$ cat src/rtl/sys_ctrl_pkg.sv
// Constants, types and register map for the system-control block.
// Assumes a single 20 MHz system clock and an 8-bit register port from the core.
package sys_ctrl_pkg;
	// ------------------------------------------------------------
	// Register offsets in the standard control page
	// ------------------------------------------------------------
	localparam logic [7:0] ADDR_TMODE = 8'hF1;
	localparam logic [7:0] ADDR_T1 = 8'hF2;
	localparam logic [7:0] ADDR_PRE1 = 8'hF3;
	localparam logic [7:0] ADDR_T0 = 8'hF4;
	localparam logic [7:0] ADDR_PRE0 = 8'hF5;
	localparam logic [7:0] ADDR_PRIO = 8'hF9;
	localparam logic [7:0] ADDR_IRQ = 8'hFA;
	localparam logic [7:0] ADDR_IMR = 8'hFB;
	localparam logic [7:0] ADDR_WP = 8'hFD;
	localparam logic [7:0] ADDR_SPH = 8'hFE;
	localparam logic [7:0] ADDR_SPL = 8'hFF;
	// ------------------------------------------------------------
	// Banked register space, bank F
	// ------------------------------------------------------------
	localparam logic [3:0] BANK_F = 4'hF;
	localparam logic [3:0] EXT_PORT_DRIVE_CONFIG = 4'h0;
	localparam logic [3:0] EXT_P45 = 4'h6;
	localparam logic [3:0] EXT_WAKE = 4'hB;
	localparam logic [3:0] EXT_DSPC = 4'hC;
	// ------------------------------------------------------------
	// Field positions
	// ------------------------------------------------------------
	localparam int IMR_GLOBAL = 7;
	localparam int IMR_RAMPROT = 6;
	localparam int IRQ_EDGE_HI = 7;
	localparam int IRQ_EDGE_LO = 6;
	localparam int PORT_DRIVE_CONFIG_CMP = 0;
	localparam int PORT_DRIVE_CONFIG_P0 = 1;
	localparam int PORT_DRIVE_CONFIG_P1 = 2;
	localparam int P45_P4 = 0;
	localparam int P45_P5 = 4;
	localparam int WAKE_PORDLY = 5;
	localparam int WAKE_WARM = 7;
	localparam int DSPC_REQUEST_THREE = 0;
	localparam int TM_LOAD0 = 0;
	localparam int TM_RUN0 = 1;
	localparam int TM_LOAD1 = 2;
	localparam int TM_RUN1 = 3;
	localparam int TM_MODE_LO = 4;
	localparam int TM_CASCADE = 6;
	localparam int PRE_CONT = 0;
	localparam int PRE_INTCLK = 1;
	localparam int PRE_DIV_LO = 2;
	// ------------------------------------------------------------
	// Reset values, limits and timing
	// ------------------------------------------------------------
	localparam logic [7:0] RST_ZERO = 8'h00;
	localparam logic [7:0] RST_PORT_DRIVE_CONFIG = 8'h06;
	localparam logic [7:0] RST_P45 = 8'h11;
	localparam logic [7:0] RST_WAKE = 8'h20;
	localparam logic [7:0] RAM_PROT_LO = 8'h80;
	localparam logic [7:0] RAM_PROT_HI = 8'hEF;
	localparam logic [15:0] STOP_RESTART_ADDR = 16'h000C;
	localparam int NUM_SRC = 6;
	localparam int CLK_MHZ = 20;
	localparam int POR_TIME_US = 5000;
	localparam int POR_CYCLES = POR_TIME_US * CLK_MHZ;
	// ------------------------------------------------------------
	// Types
	// ------------------------------------------------------------
	typedef enum logic [1:0] {PWR_RUN = 2'b00, PWR_HALT = 2'b01, PWR_STOP = 2'b10, PWR_POR = 2'b11} pwr_t;
	typedef enum logic [1:0] {T1_EXTCLK = 2'b00, T1_GATE = 2'b01, T1_TRIG_NR = 2'b10, T1_TRIG_RT = 2'b11} t1mode_t;
	typedef struct packed {
		logic cmpToPort3;
		logic port0PushPull;
		logic port1PushPull;
		logic port4PushPull;
		logic port5PushPull;
	} portCfg_t;
endpackage

$ cat src/rtl/sys_ctrl.sv
// System control: banking, RAM guard, six-source interrupt unit, two timers,
// port drive configuration, power-on one-shot and sleep modes.
// Assumes pins and core strobes are synchronous to mclk.
`timescale 1ns/1ps
module sys_ctrl
	import sys_ctrl_pkg::*;
#(
	parameter int PorCycles = POR_CYCLES,
	parameter bit RamProtFitted = 1'b1
)(
	input wire logic mclk, // System clock
	input wire logic rstn, // Async reset, active low
	input wire logic [7:0] regAddr, // Register address
	input wire logic regWr, // Write strobe
	input wire logic regRd, // Read strobe
	input wire logic [7:0] regWrData, // Write data
	output logic [7:0] regRdData, // Read data, one cycle after strobe
	input wire logic [7:0] ramAddr, // General register access address
	output logic ramBlocked, // Access to protected area refused
	input wire logic extStack, // Stack lives in external memory
	output logic [15:0] stackPtr, // Effective stack pointer
	output logic [3:0] workGroup, // Working register group
	output logic [3:0] regBank, // Selected register bank
	input wire logic port3LineOne, // Line one pin
	input wire logic port3LineTwo, // Line two pin
	input wire logic port3LineThree, // Line three pin
	input wire logic dspIrqN, // DSP request, falling edge
	output logic intPending, // Enabled request waiting
	input wire logic intAck, // Core starts service
	output logic [15:0] intVecAddr, // Vector byte pair address
	output portCfg_t portCfg, // Port drive settings
	input wire logic powerOk, // Supply valid
	input wire logic wdtTimeout, // Watchdog expiry pulse
	input wire logic wakeEvent, // Wake source seen in deep sleep
	input wire logic haltCmd, // Light-sleep instruction
	input wire logic stopCmd, // Deep-sleep instruction
	output logic coreResetN, // Core held in reset, active low
	output logic cpuClkRun, // Core clock enabled
	output logic xtalRun, // Crystal enabled
	output logic [15:0] restartAddr // Start address after reset
);
	// ------------------------------------------------------------
	// Registers and helpers
	// ------------------------------------------------------------
	logic [7:0] imr_r, irq_r, prio_r, wp_r, sph_r, spl_r, tmode_r, port_drive_config_r, p45_r, wake_r, dspc_r;
	logic [7:0] cnt_r [2];
	logic [7:0] init_r [2];
	logic [7:0] pre_r [2];
	logic [5:0] preCnt_r [2];
	logic [1:0] act_r, tcEnd, srcTick;
	logic [1:0] div4_r;
	logic p31_r, p32_r, p33_r, dsp_r, pwrOk_r;
	logic [2:0] grantSrc_r;
	logic [15:0] vec_r;
	logic [16:0] porCnt_r;
	logic [5:0] irqSet;
	pwr_t pwr_r;
	logic bankF, irqWr, imrWr, dspcWr, tmWr, intTick, t1Trig, porTrig;
	t1mode_t t1Mode;

	function automatic logic edgeHit(input logic prev, input logic cur, input logic rise, input logic fall);
		return (rise & !prev & cur) | (fall & prev & !cur);
	endfunction

	function automatic logic [2:0] pickSrc(input logic [5:0] pend, input logic [2:0] first);
		logic [2:0] pick;
		logic found;
		int idx;
		pick = 3'd0;
		found = 1'b0;
		for (int k = 0; k < NUM_SRC; k++)
		begin
			idx = (int'(first) + k) % NUM_SRC;
			if (!found && pend[idx])
			begin
				pick = 3'(idx);
				found = 1'b1;
			end
		end
		return pick;
	endfunction

	// ------------------------------------------------------------
	// Decode and combinational outputs
	// ------------------------------------------------------------
	// Bank F holds the low sixteen addresses only while the window selects it
	assign bankF = (wp_r[3:0] == BANK_F) && (regAddr[7:4] == 4'h0);
	assign irqWr = regWr && (regAddr == ADDR_IRQ);
	assign imrWr = regWr && (regAddr == ADDR_IMR);
	assign dspcWr = regWr && bankF && (regAddr[3:0] == EXT_DSPC);
	assign tmWr = regWr && (regAddr == ADDR_TMODE);
	assign workGroup = wp_r[7:4];
	assign regBank = wp_r[3:0];
	assign stackPtr = extStack ? {sph_r, spl_r} : {8'h00, spl_r};
	assign ramBlocked = RamProtFitted && imr_r[IMR_RAMPROT]
		&& (ramAddr >= RAM_PROT_LO) && (ramAddr <= RAM_PROT_HI);
	assign intPending = imr_r[IMR_GLOBAL] && |(irq_r[5:0] & imr_r[5:0]);
	assign intVecAddr = vec_r;
	assign portCfg = '{port_drive_config_r[PORT_DRIVE_CONFIG_CMP], port_drive_config_r[PORT_DRIVE_CONFIG_P0], port_drive_config_r[PORT_DRIVE_CONFIG_P1], p45_r[P45_P4], p45_r[P45_P5]};
	assign coreResetN = (pwr_r != PWR_POR);
	assign cpuClkRun = (pwr_r == PWR_RUN);
	assign xtalRun = (pwr_r != PWR_STOP);
	assign restartAddr = STOP_RESTART_ADDR;
	assign t1Mode = t1mode_t'(tmode_r[TM_MODE_LO +: 2]);
	assign intTick = (div4_r == 2'd3) && (pwr_r != PWR_STOP);
	assign t1Trig = (t1Mode == T1_TRIG_NR || t1Mode == T1_TRIG_RT) && tmode_r[TM_RUN1] && p31_r && !port3LineOne
		&& (t1Mode == T1_TRIG_RT || !act_r[1]);

	// Timer clock sources: timer zero internal only, timer one selectable
	always_comb
	begin
		srcTick[0] = intTick;
		if (tmode_r[TM_CASCADE])
			srcTick[1] = tcEnd[0];
		else if (pre_r[1][PRE_INTCLK])
			srcTick[1] = intTick;
		else if (t1Mode == T1_GATE)
			srcTick[1] = intTick && port3LineOne;
		else if (t1Mode == T1_EXTCLK)
			srcTick[1] = p31_r && !port3LineOne;
		else
			srcTick[1] = intTick;
	end

	// Expiry is a single cycle: prescaler wraps and counter sits at one
	always_comb
	begin
		for (int i = 0; i < 2; i++)
			tcEnd[i] = act_r[i] && srcTick[i] && (preCnt_r[i] == 6'd0) && (cnt_r[i] == 8'd1);
	end

	// Request sources
	always_comb
	begin
		irqSet[0] = edgeHit(p32_r, port3LineTwo, irq_r[IRQ_EDGE_LO], !irq_r[IRQ_EDGE_LO] | irq_r[IRQ_EDGE_HI]);
		irqSet[1] = edgeHit(p33_r, port3LineThree, 1'b0, 1'b1);
		irqSet[2] = edgeHit(p31_r, port3LineOne, irq_r[IRQ_EDGE_HI], !irq_r[IRQ_EDGE_HI] | irq_r[IRQ_EDGE_LO]);
		irqSet[3] = edgeHit(dsp_r, dspIrqN, 1'b0, 1'b1);
		irqSet[4] = tcEnd[0];
		irqSet[5] = tcEnd[1];
	end

	// ------------------------------------------------------------
	// Edge history and internal divide by four
	// ------------------------------------------------------------
	always_ff @(posedge mclk or negedge rstn)
	begin
		if (!rstn)
		begin
			{p31_r, p32_r, p33_r, dsp_r, pwrOk_r} <= 5'b11110;
			div4_r <= 2'd0;
		end
		else
		begin
			{p31_r, p32_r, p33_r, dsp_r, pwrOk_r} <= {port3LineOne, port3LineTwo, port3LineThree, dspIrqN, powerOk};
			div4_r <= div4_r + 2'd1;
		end
	end

	// ------------------------------------------------------------
	// Interrupt unit: latch, mask, priority, grant
	// ------------------------------------------------------------
	// Latch sets regardless of mask so software may poll; set beats any clear
	always_ff @(posedge mclk or negedge rstn)
	begin
		if (!rstn)
			irq_r <= RST_ZERO;
		else
		begin
			for (int s = 0; s < NUM_SRC; s++)
			begin
				if (irqSet[s])
					irq_r[s] <= 1'b1;
				else if (irqWr)
					irq_r[s] <= regWrData[s];
				else if (intAck && grantSrc_r == 3'(s))
					irq_r[s] <= 1'b0;
				else if (s == 3 && dspcWr && regWrData[DSPC_REQUEST_THREE])
					irq_r[s] <= 1'b0;
			end
			if (irqWr)
				irq_r[7:6] <= regWrData[7:6];
		end
	end

	// Winner and vector refreshed every cycle so they are stable when acked
	always_ff @(posedge mclk or negedge rstn)
	begin
		if (!rstn)
		begin
			grantSrc_r <= 3'd0;
			vec_r <= 16'h0000;
		end
		else
		begin
			grantSrc_r <= pickSrc(irq_r[5:0] & imr_r[5:0], prio_r[2:0]);
			vec_r <= {12'h000, pickSrc(irq_r[5:0] & imr_r[5:0], prio_r[2:0]), 1'b0};
		end
	end

	// Mask register; a grant drops the global enable
	always_ff @(posedge mclk or negedge rstn)
	begin
		if (!rstn)
			imr_r <= RST_ZERO;
		else if (intAck)
			imr_r[IMR_GLOBAL] <= 1'b0;
		else if (imrWr)
			imr_r <= regWrData;
	end

	// ------------------------------------------------------------
	// Plain control registers
	// ------------------------------------------------------------
	always_ff @(posedge mclk or negedge rstn)
	begin
		if (!rstn)
		begin
			{prio_r, wp_r, sph_r, spl_r, tmode_r, dspc_r} <= {6{RST_ZERO}};
			port_drive_config_r <= RST_PORT_DRIVE_CONFIG;
			p45_r <= RST_P45;
		end
		else if (regWr)
		begin
			if (regAddr == ADDR_PRIO)
				prio_r <= regWrData;
			if (regAddr == ADDR_WP)
				wp_r <= regWrData;
			if (regAddr == ADDR_SPH)
				sph_r <= regWrData;
			if (regAddr == ADDR_SPL)
				spl_r <= regWrData;
			if (tmWr)
				tmode_r <= regWrData & 8'h7A;
			if (bankF && regAddr[3:0] == EXT_PORT_DRIVE_CONFIG)
				port_drive_config_r <= regWrData;
			if (bankF && regAddr[3:0] == EXT_P45)
				p45_r <= regWrData;
			if (dspcWr)
				dspc_r <= regWrData & 8'hF2;
		end
	end

	// ------------------------------------------------------------
	// Counter/timers
	// ------------------------------------------------------------
	// A zero divider field means divide by 64, a zero count means 256
	always_ff @(posedge mclk or negedge rstn)
	begin
		if (!rstn)
		begin
			for (int i = 0; i < 2; i++)
			begin
				cnt_r[i] <= RST_ZERO;
				init_r[i] <= RST_ZERO;
				pre_r[i] <= RST_ZERO;
				preCnt_r[i] <= 6'd0;
			end
			act_r <= 2'b00;
		end
		else
		begin
			for (int i = 0; i < 2; i++)
			begin
				if (srcTick[i] && act_r[i])
				begin
					preCnt_r[i] <= (preCnt_r[i] == 6'd0) ? pre_r[i][7:2] - 6'd1 : preCnt_r[i] - 6'd1;
					if (preCnt_r[i] == 6'd0)
					begin
						if (cnt_r[i] == 8'd1)
						begin
							cnt_r[i] <= pre_r[i][PRE_CONT] ? init_r[i] : 8'd0;
							act_r[i] <= pre_r[i][PRE_CONT];
						end
						else
							cnt_r[i] <= cnt_r[i] - 8'd1;
					end
				end
				// Trigger modes do not arm on the run bit unless PRE_INTCLK is set, but clearing it still stops a count
				if (tmWr && (i == 0 || t1Mode == T1_EXTCLK || t1Mode == T1_GATE || pre_r[1][PRE_INTCLK]
					|| !regWrData[TM_RUN1]))
					act_r[i] <= regWrData[(i == 0) ? TM_RUN0 : TM_RUN1];
				if ((tmWr && regWrData[(i == 0) ? TM_LOAD0 : TM_LOAD1]) || (i == 1 && t1Trig))
				begin
					cnt_r[i] <= init_r[i];
					preCnt_r[i] <= pre_r[i][7:2] - 6'd1;
					if (i == 1 && t1Trig)
						act_r[i] <= 1'b1;
				end
				if (regWr && regAddr == ((i == 0) ? ADDR_T0 : ADDR_T1))
					init_r[i] <= regWrData;
				if (regWr && regAddr == ((i == 0) ? ADDR_PRE0 : ADDR_PRE1))
					pre_r[i] <= regWrData;
			end
		end
	end

	// ------------------------------------------------------------
	// Power modes and power-on one-shot
	// ------------------------------------------------------------
	assign porTrig = (powerOk && !pwrOk_r) || wdtTimeout || (pwr_r == PWR_STOP && wakeEvent && wake_r[WAKE_PORDLY]);

	always_ff @(posedge mclk or negedge rstn)
	begin
		if (!rstn)
		begin
			pwr_r <= PWR_POR;
			porCnt_r <= 17'd0;
			wake_r <= RST_WAKE;
		end
		else
		begin
			if (regWr && bankF && regAddr[3:0] == EXT_WAKE)
				wake_r[6:0] <= regWrData[6:0];
			if (!powerOk || porTrig)
			begin
				pwr_r <= PWR_POR;
				porCnt_r <= 17'd0;
				if (!powerOk)
					wake_r[WAKE_WARM] <= 1'b0;
			end
			else
			begin
				case (pwr_r)
					PWR_POR:
					begin
						porCnt_r <= porCnt_r + 17'd1;
						if (porCnt_r >= 17'(PorCycles - 1))
							pwr_r <= PWR_RUN;
					end
					PWR_RUN:
					begin
						if (stopCmd)
						begin
							pwr_r <= PWR_STOP;
							wake_r[WAKE_WARM] <= 1'b1;
						end
						else if (haltCmd)
							pwr_r <= PWR_HALT;
					end
					PWR_HALT:
					begin
						if (|irqSet)
							pwr_r <= PWR_RUN;
					end
					PWR_STOP:
					begin
						if (wakeEvent)
							pwr_r <= PWR_RUN;
					end
					default:
						pwr_r <= PWR_POR;
				endcase
			end
		end
	end

	// ------------------------------------------------------------
	// Read data, registered; counters read live without side effects
	// ------------------------------------------------------------
	always_ff @(posedge mclk or negedge rstn)
	begin
		if (!rstn)
			regRdData <= RST_ZERO;
		else if (regRd)
		begin
			if (bankF)
			begin
				case (regAddr[3:0])
					EXT_PORT_DRIVE_CONFIG: regRdData <= port_drive_config_r;
					EXT_P45: regRdData <= p45_r;
					EXT_WAKE: regRdData <= {wake_r[WAKE_WARM], 7'd0};
					EXT_DSPC: regRdData <= {dspc_r[7:1], irq_r[3]};
					default: regRdData <= RST_ZERO;
				endcase
			end
			else
			begin
				case (regAddr)
					ADDR_TMODE: regRdData <= tmode_r;
					ADDR_T1: regRdData <= cnt_r[1];
					ADDR_T0: regRdData <= cnt_r[0];
					ADDR_PRIO: regRdData <= prio_r;
					ADDR_IRQ: regRdData <= irq_r;
					ADDR_IMR: regRdData <= imr_r;
					ADDR_WP: regRdData <= wp_r;
					ADDR_SPH: regRdData <= sph_r;
					ADDR_SPL: regRdData <= spl_r;
					default: regRdData <= RST_ZERO;
				endcase
			end
		end
	end
endmodule

$ cat config.mk
export PLATFORM = sky130hd
export DESIGN_NAME = sys_ctrl
export DESIGN_NICKNAME = d
export VERILOG_FILES = /design/src/rtl/sys_ctrl_pkg.sv /design/src/rtl/sys_ctrl.sv
export SDC_FILE = /design/constraint.sdc
export NUM_CORES = 1
export LEC_CHECK = 0
export ABC_AREA = 1
export BUFFER_PORTS_ARGS = -buffer_cell sky130_fd_sc_hd__buf_2
export CAP_MARGIN = 30
export CELL_PAD_IN_SITES_DETAIL_PLACEMENT = 0
export CELL_PAD_IN_SITES_GLOBAL_PLACEMENT = 1
export CORE_MARGIN = 8
export CORE_UTILIZATION = 28
export CTS_CLUSTER_DIAMETER = 60
export DETAILED_ROUTE_END_ITERATION = 10
export GPL_TIMING_DRIVEN = 0
export PLACE_DENSITY_LB_ADDON = 0.1
export SLEW_MARGIN = 20
export SYNTH_ARGS = -nofsm -noshare
export SYNTH_HDL_FRONTEND = slang
export SYNTH_SLANG_ARGS = --single-unit
$ cat constraint.sdc
create_clock -name mclk -period 5.4 [get_ports mclk]
set_clock_uncertainty 0.05 [all_clocks]
set_input_delay 0.54 -clock mclk [delete_from_list [all_inputs] [get_ports mclk]]
set_output_delay 0.54 -clock mclk [all_outputs]
set_load 0.03 [all_outputs]
==> impl_metrics.toml, run 1 <==
[final_layout]
mostFrequentLayoutCells = "303 x nand2_1, 163 x dfrtp_1, 145 x o21ai_0"
fillers = 3842
postLayoutCellArea_sq_um = 11600
finalCoreUtilization = 0.329
areaGrowthSynthToFinish_pct = 17.0
final_common_cell = "nand2_1"
finish.net_count = 1458
drive_gt1_frac = 0.151
diodes = 0

[logic_synthesis]
synth_top_family_by_area = "simple AND/OR/NAND/NOR gates"
synth_fa_ha_area_frac = 0.0277
synth-edff-count = 0
syn_inst = 1271
muxShareOfSynthArea = 0.00113
syn_avg_cell_area_sq_um = 7.82
ys_seq_elements = 174
ys_seq_area_frac = 0.439
synth_compound_gate_area_share = 0.159
synth_flop_cell = "dfrtp_1"
synthXorXnorAreaFrac = 0.0211
synth-simple-area-share = 0.253
synthArstFlopShare = 1.00
synth.distinct_cells = 57
synth_area_sq_um = 9940
yosys_warnings = 0

[detailed_routing]
drc = 0
first_iter_violations = 533
drt_wl_total_mm = 33.9
viasPerCell = 4.72
drt-pass1-iter-count = 5
num_vias = 8832
ant_nets = 0
wl_per_cell_um = 18.1

[timing]
relSlewSlack = 0.423
final.setup.tns_ps = 0
maxSlewViolCount = 0
timing.fmax_mhz = 328
rsz0062_at_grt = "false"
hold_viol = 0
setup_viol = 0
fin_crit_ps = 3050
finalCritPeriodShare = 0.565
tightestPinTransition_ps = 866
worst_slack_ps = 2350

[placement]
portBuffers = 77
place.gp.congestion = 0.796
place.detailed.hpwl_mm = 25.8
place_ws_ps = 2360
placement.cell_area_sq_um = 11100

[floorplan]
start_util = 0.282
io-pin-count = 113
die_h_um = 204
die_w_um = 204
rows = 69
core_area_sq_um = 35300
dieArea_sq_um = 41800

[clock_network]
cts_num_sinks = 174
clk_pin_slew_ps = 80
clock-root-buffer = "clkbuf_16"
htree_num_levels = 4
numCtsBuffers = 17
clk_path_buf_depth = 2
clk_latency_ps = 450
cts_tree = "built"
cts_resized = 0

[global_route]
antenna_found_initial = 0
grt_start_max_net_pins = 86
grt_pass1_wl_mm = 53.0
grt_overflow_total = 0
globalRouteTotalUtil = 0.165
grt_pass1_vias = 8761

[worst_setup_path]
path_cells = "inv_1, ha_1, a21oi_1, inv_1, ha_1, nor2_1, nand2_1, nand2_1, nand2_1, nand2_1, nand2_1, nand2_1, nand3_1, nand2_1, inv_2, nor2_4, nand3_1, nand3_1"
cp_common_cell = "nand2_1"
r2r-start = "prio_r[1]"
slowest_stage = "dfrtp_1"
critPathKind = "reg -> reg"
worstPathRequired_ps = 5730
rrSetupSlack_ps = 2350
rr_endpoint = "intVecAddr[2]"
crit_fanout = 7
worstPathArrival_ps = 3380
slowest_delay_ps = 470
cp-start-kind = "flip-flop"
r2r_cells = 18
endpoint_kind = "flip-flop"

[power]
power_density_nw_per_um2 = 297
p_total_w = 0.00346
ir_drop_mv = 0.162
p_leak_nw = 5.75

[worst_hold_path]
worstHoldStart = "port3LineThree"
whs_endpoint = "p33_r"
hold_path_class = "in -> reg"
hold_depth = 1

[outcome]
status = "complete, no violations"

[job]
cap_violations = 0
[cell type report]
class                      count  area [sq um]  share of cell area
multi-input combinational    907          4700               0.404
sequential                   174          4370               0.376
tap                          461           577              0.0496
inverter                     150           563              0.0484
timing repair buffer          80           460              0.0396
clock buffer                  17           425              0.0366
buffer                        67           408              0.0351
clock inverter                15           126              0.0109
[critical path: cells and delay by family, from the launching register on]
kind                     cells  cell delay (ps)
buffers and inverters        3              350
AND/OR/NAND/NOR             12             1170
AO/OA/AOI/OAI                1              320
adder cells (fa/ha/maj)      2              630
flip-flops                   1              470
[how the worst max path moves through the flow]
stage               cells past startpoint       from                      to  slack (ps)
floorplan                              18  prio_r[1]           intVecAddr[1]        2930
global placement                        1       rstn  port_drive_config_r[4]         570
detailed placement                     18  prio_r[1]           intVecAddr[2]        2360
CTS                                    18  prio_r[1]           intVecAddr[2]        2350
global route                           18  prio_r[1]           intVecAddr[2]        2010
finish                                 18  prio_r[1]           intVecAddr[2]        2350
[metal layers]
layer  global-route usage  vias to the layer above  part of all wire
met5                    0                        -                 0
met4               0.0386                        0             0.012
met3               0.0317                       21             0.037
met2                0.247                      164              0.44
met1                0.240                     4218              0.51
li1                     -                     4429                 -
[stage by stage]
| stage | instances | hold slack (ps) |
|---|---|---|
| final | 1871 | 148 |
| after floorplan | 1298 | 194 |
| after CTS | 1871 | 124 |
| after global routing | 1871 | 128 |
| after detailed placement | 1838 | 369 |
| after global placement | 1836 | 368 |
[synthesized netlist by cell type (7+ instances only)]
| cell type | count | area, sq um |
|---|---|---|
| nand2_1 | 303 | 1140 |
| dfrtp_1 | 163 | 4080 |
| o21ai_0 | 145 | 726 |
| inv_1 | 138 | 518 |
| nor2_1 | 88 | 330 |
| nand3_1 | 70 | 350 |
| a21oi_1 | 42 | 210 |
| buf_4 | 37 | 278 |
| nand4_1 | 27 | 169 |
| clkbuf_1 | 26 | 97.6 |
| ha_1 | 22 | 275 |
| nor3_1 | 22 | 110 |
| xor2_1 | 18 | 158 |
| o211ai_1 | 14 | 105 |
| a31oi_1 | 13 | 81.3 |
| dfstp_2 | 11 | 289 |
| nand2_2 | 11 | 68.8 |
| o21ai_1 | 11 | 55.1 |
| a221oi_1 | 10 | 87.6 |
| inv_2 | 10 | 37.5 |
| nor4_1 | 7 | 43.8 |
[state kept, by name, summed over array words and instances (netlist names), 3 cells and up]
name,flops
porCnt_r,17
cnt_r,16
init_r,16
pre_r,15
preCnt_r,12
imr_r,8
irq_r,8
p45_r,8
port_drive_config_r,8
prio_r,8
regRdData,8
sph_r,8
spl_r,8
wp_r,8
dspc_r,5
tmode_r,5
intVecAddr,3
[report_power, final]
group | switching [W] | leakage [nW] | total (W) | internal, W
clock network | 0.000609 | 0.275 | 0.00121 | 0.000606
registers | 0.000117 | 2.27 | 0.00153 | 0.00141
logic | 0.000469 | 3.21 | 0.000714 | 0.000245
total | 0.00119 | 5.75 | 0.00346 | 0.00226
[cell families after synthesis]
group	after synthesis
AND/OR/NAND/NOR	557
AO/OA/AOI/OAI	274
buffers and inverters	217
flip-flops	174
XOR/XNOR	24
adder cells (fa/ha/maj)	22
other	2
multiplexers	1
[what timing repair did]
action                    CTS  global route
hold endpoints to repair   22             0
setup buffers               0             0
hold buffers                1             0
Note: power is estimated with default switching activity, not from simulation.
==> inputs of run 2 (changes only) <==
--- a/config.mk
+++ b/config.mk
@@ -5,7 +5,7 @@
 export SDC_FILE = /design/constraint.sdc
 export NUM_CORES = 1
 export LEC_CHECK = 0
-export ABC_AREA = 1
+export ABC_AREA = 0
 export BUFFER_PORTS_ARGS = -buffer_cell sky130_fd_sc_hd__buf_2
 export CAP_MARGIN = 30
 export CELL_PAD_IN_SITES_DETAIL_PLACEMENT = 0
==> constraint.sdc (replaced) <==
create_clock -name mclk -period 2.7 [get_ports mclk]
set_clock_uncertainty 0.05 [all_clocks]
set_input_delay 0.27 -clock mclk [delete_from_list [all_inputs] [get_ports mclk]]
set_output_delay 0.27 -clock mclk [all_outputs]
set_load 0.03 [all_outputs]
==> run 2 against run 1 <==
Net effect:
- the run now ends with setup timing left
- clock-buffer cell count is 2 higher
- global-route usage is 0.35 points lower
- synthesized cell count is 19% lower
- sequential cell count stayed put
- core utilization is 3.1 points higher
- register-to-register slack worse by 2800 ps
- first-iteration DRC count is 9.6% lower
- fmax is 3.3% lower
- sequential power is 96% higher
- via count is 5.7% lower
- routed wire length is 0.43% lower
- worst setup slack worse by 2800 ps
- largest power group unchanged
==> impl_metrics.toml, run 2 <==
[power]
p_leak_nw = 5.68
ir_drop_mv = 0.429
power_density_nw_per_um2 = 534

[timing]
final.setup.tns_ps = -5800
finalCritPeriodShare = 1.17
maxSlewViolCount = 0
whs_ps = 21.4
worst_slack_ps = -455
relSlewSlack = 0.413
setup_viol = 19
fin_crit_ps = 3160
hold_viol = 0
tightestPinTransition_ps = 874
rsz0062_at_grt = "true"
timing.fmax_mhz = 317

[worst_setup_path]
crit_fanout = 10
critical_path.top_delay_family = "simple AND/OR/NAND/NOR gates"
slowest_stage = "or4_4"
slowest_delay_ps = 520
crit_buf_inv = 2
worstPathRequired_ps = 2970
critPathKind = "reg -> reg"
cp-start-kind = "flip-flop"
endpoint_kind = "flip-flop"
path_cells = "or4_4, or4b_4, or3_4, a211o_4, nor2b_4, or2_1, buf_6, buf_8, a211oi_2, a21oi_1"
worstPathArrival_ps = 3430

[final_layout]
finalCoreUtilization = 0.360
largest-register = "porCnt_r"
finish.net_count = 1269
diodes = 0
final_common_cell = "dfrtp_1"
drive_gt1_frac = 0.310
postLayoutCellArea_sq_um = 12400
largest_reg_flops = 17
largestRegisters = "porCnt_r x17, cnt_r x16, init_r x16"
areaGrowthSynthToFinish_pct = 26.8
mostFrequentLayoutCells = "160 x dfrtp_1, 116 x nand2_1, 89 x mux2_2"
final_cells = 1676

[placement]
portBuffers = 77
placement.cell_area_sq_um = 11100
place_inst = 1589
place.detailed.hpwl_mm = 24.6
place.gp.congestion = 0.808

[global_route]
grt_pass1_wl_mm = 51.7
grt_overflow_total = 0
grt_start_max_net_pins = 81
antenna_found_initial = 1
grt_pass1_vias = 8454
globalRouteTotalUtil = 0.161

[clock_network]
htree_num_levels = 4
cts_tree = "built"
clk_path_buf_depth = 2
cts_num_sinks = 174
clk_pin_slew_ps = 70
clock-root-buffer = "clkbuf_16"
numCtsBuffers = 17
clk_latency_ps = 440

[worst_hold_path]
hold_path_class = "in -> reg"

[floorplan]
core_area_sq_um = 34500
die_w_um = 203
io-pin-count = 113
rows = 68
start_util = 0.284
dieArea_sq_um = 41300
die_h_um = 203

[outcome]
violations = "setup timing"
status = "finished, violations left"

[logic_synthesis]
yosys_warnings = 0
yosys.area.top_type_share = 0.415
synthTopCellsByArea = "dfrtp_1 42%, mux2_2 10%, nand2_1 4.5%"
synthArstFlopShare = 1.00
synth_most_common_cell = "dfrtp_1"
ys_seq_elements = 174
synth.distinct_cells = 73
synth_flop_cell = "dfrtp_1"
syn_inst = 1026
synthTopCellsByCount = "163 x dfrtp_1, 118 x nand2_1, 91 x mux2_2"
ys_seq_area_frac = 0.445
syn_avg_cell_area_sq_um = 9.57
synth_top_area_cell = "dfrtp_1"
synth_area_sq_um = 9820
synth-edff-count = 0

[detailed_routing]
drt-pass1-iter-count = 5
viasPerCell = 4.97
drt_wl_total_mm = 33.8
first_iter_violations = 482
wl_per_cell_um = 20.1
drc = 0
num_vias = 8326
ant_nets = 0

[job]
cap_violations = 0
==> run 2: changes by cell type in the layout (fill, tap and decap cells not counted), moves of 14 or more <==
cell | previous run | this run
o21ai_0 | 145 | 55
and2_1 | 0 | 14
nand3_1 | 70 | 32
buf_4 | 37 | 80
nand2_1 | 303 | 116
nor2_1 | 88 | 66
mux2_2 | 1 | 89
nand4_1 | 27 | 11
inv_1 | 138 | 32
a22oi_1 | 6 | 28
==> run 2: per-stage QoR <==
step                      total power [W]  setup slack [ps]
after global routing              0.00698              -522
after CTS                         0.00668              -537
after global placement            0.00409             -1890
final                             0.00665              -455
after detailed placement          0.00411              -951
after floorplan                   0.00368              -333
==> run 2: per-layer routing <==
| layer | part of all wire | GRT usage | up-vias | routed length [um] |
|---|---|---|---|---|
| met4 | 0.013 | 0.0389 | 2 | 454 |
| li1 | - | - | 4012 | - |
| met1 | 0.50 | 0.233 | 4154 | 16900 |
| met5 | 0.00039 | 0 | - | 13 |
| met3 | 0.033 | 0.0271 | 22 | 1110 |
| met2 | 0.45 | 0.248 | 136 | 15300 |
==> run 2: worst paths after layout <==
path,slack (ps),endpoint,cells after the start,startpoint
min in group asynchronous,190,porCnt_r[4],2,rstn
hold / removal,20,imr_r[7],2,intAck
hold reg to reg,380,div4_r[0],1,div4_r[0]
setup / recovery,-460,cnt_r[1],10,cnt_r[12]
setup reg to reg,-460,cnt_r[1],10,cnt_r[12]
max in group asynchronous,1360,cnt_r[10],4,rstn
==> run 2: cells by family after synthesis <==
family	count (synthesis)	synth area share
other	2	0.000765
adders and majority gates	22	0.0280
muxes	100	0.114
DFF	174	0.445
buffers and inverters	117	0.0592
and+or+nand+nor	338	0.167
xor gates and xnor gates	24	0.0214
AOI/OAI and AO/OA	249	0.166
==> run 2: power by group <==
part           leakage, nW  switching (W)  internal (W)
combinational         3.13       0.000730      0.000499
sequential            2.28       0.000219       0.00278
clock                0.271        0.00118       0.00124
==> run 2: layout make-up <==
class / instances / area [sq um]
clock buffer: 19 / 443
tap: 455 / 569
fill: 3645 / 22100
inverter: 38 / 154
clock inverter: 13 / 116
multi-input combinational: 762 / 5380
sequential: 174 / 4370
timing repair buffer: 137 / 920
buffer: 78 / 498
==> run 2: repair_timing <==
item	4_1_cts	5_1_grt
pin swaps	16	22
gates cloned	1	0
buffers inserted	28	22
gates resized for setup	56	33
hold endpoints to repair	94	0
setup endpoints to repair	43	31
hold buffers	6	0
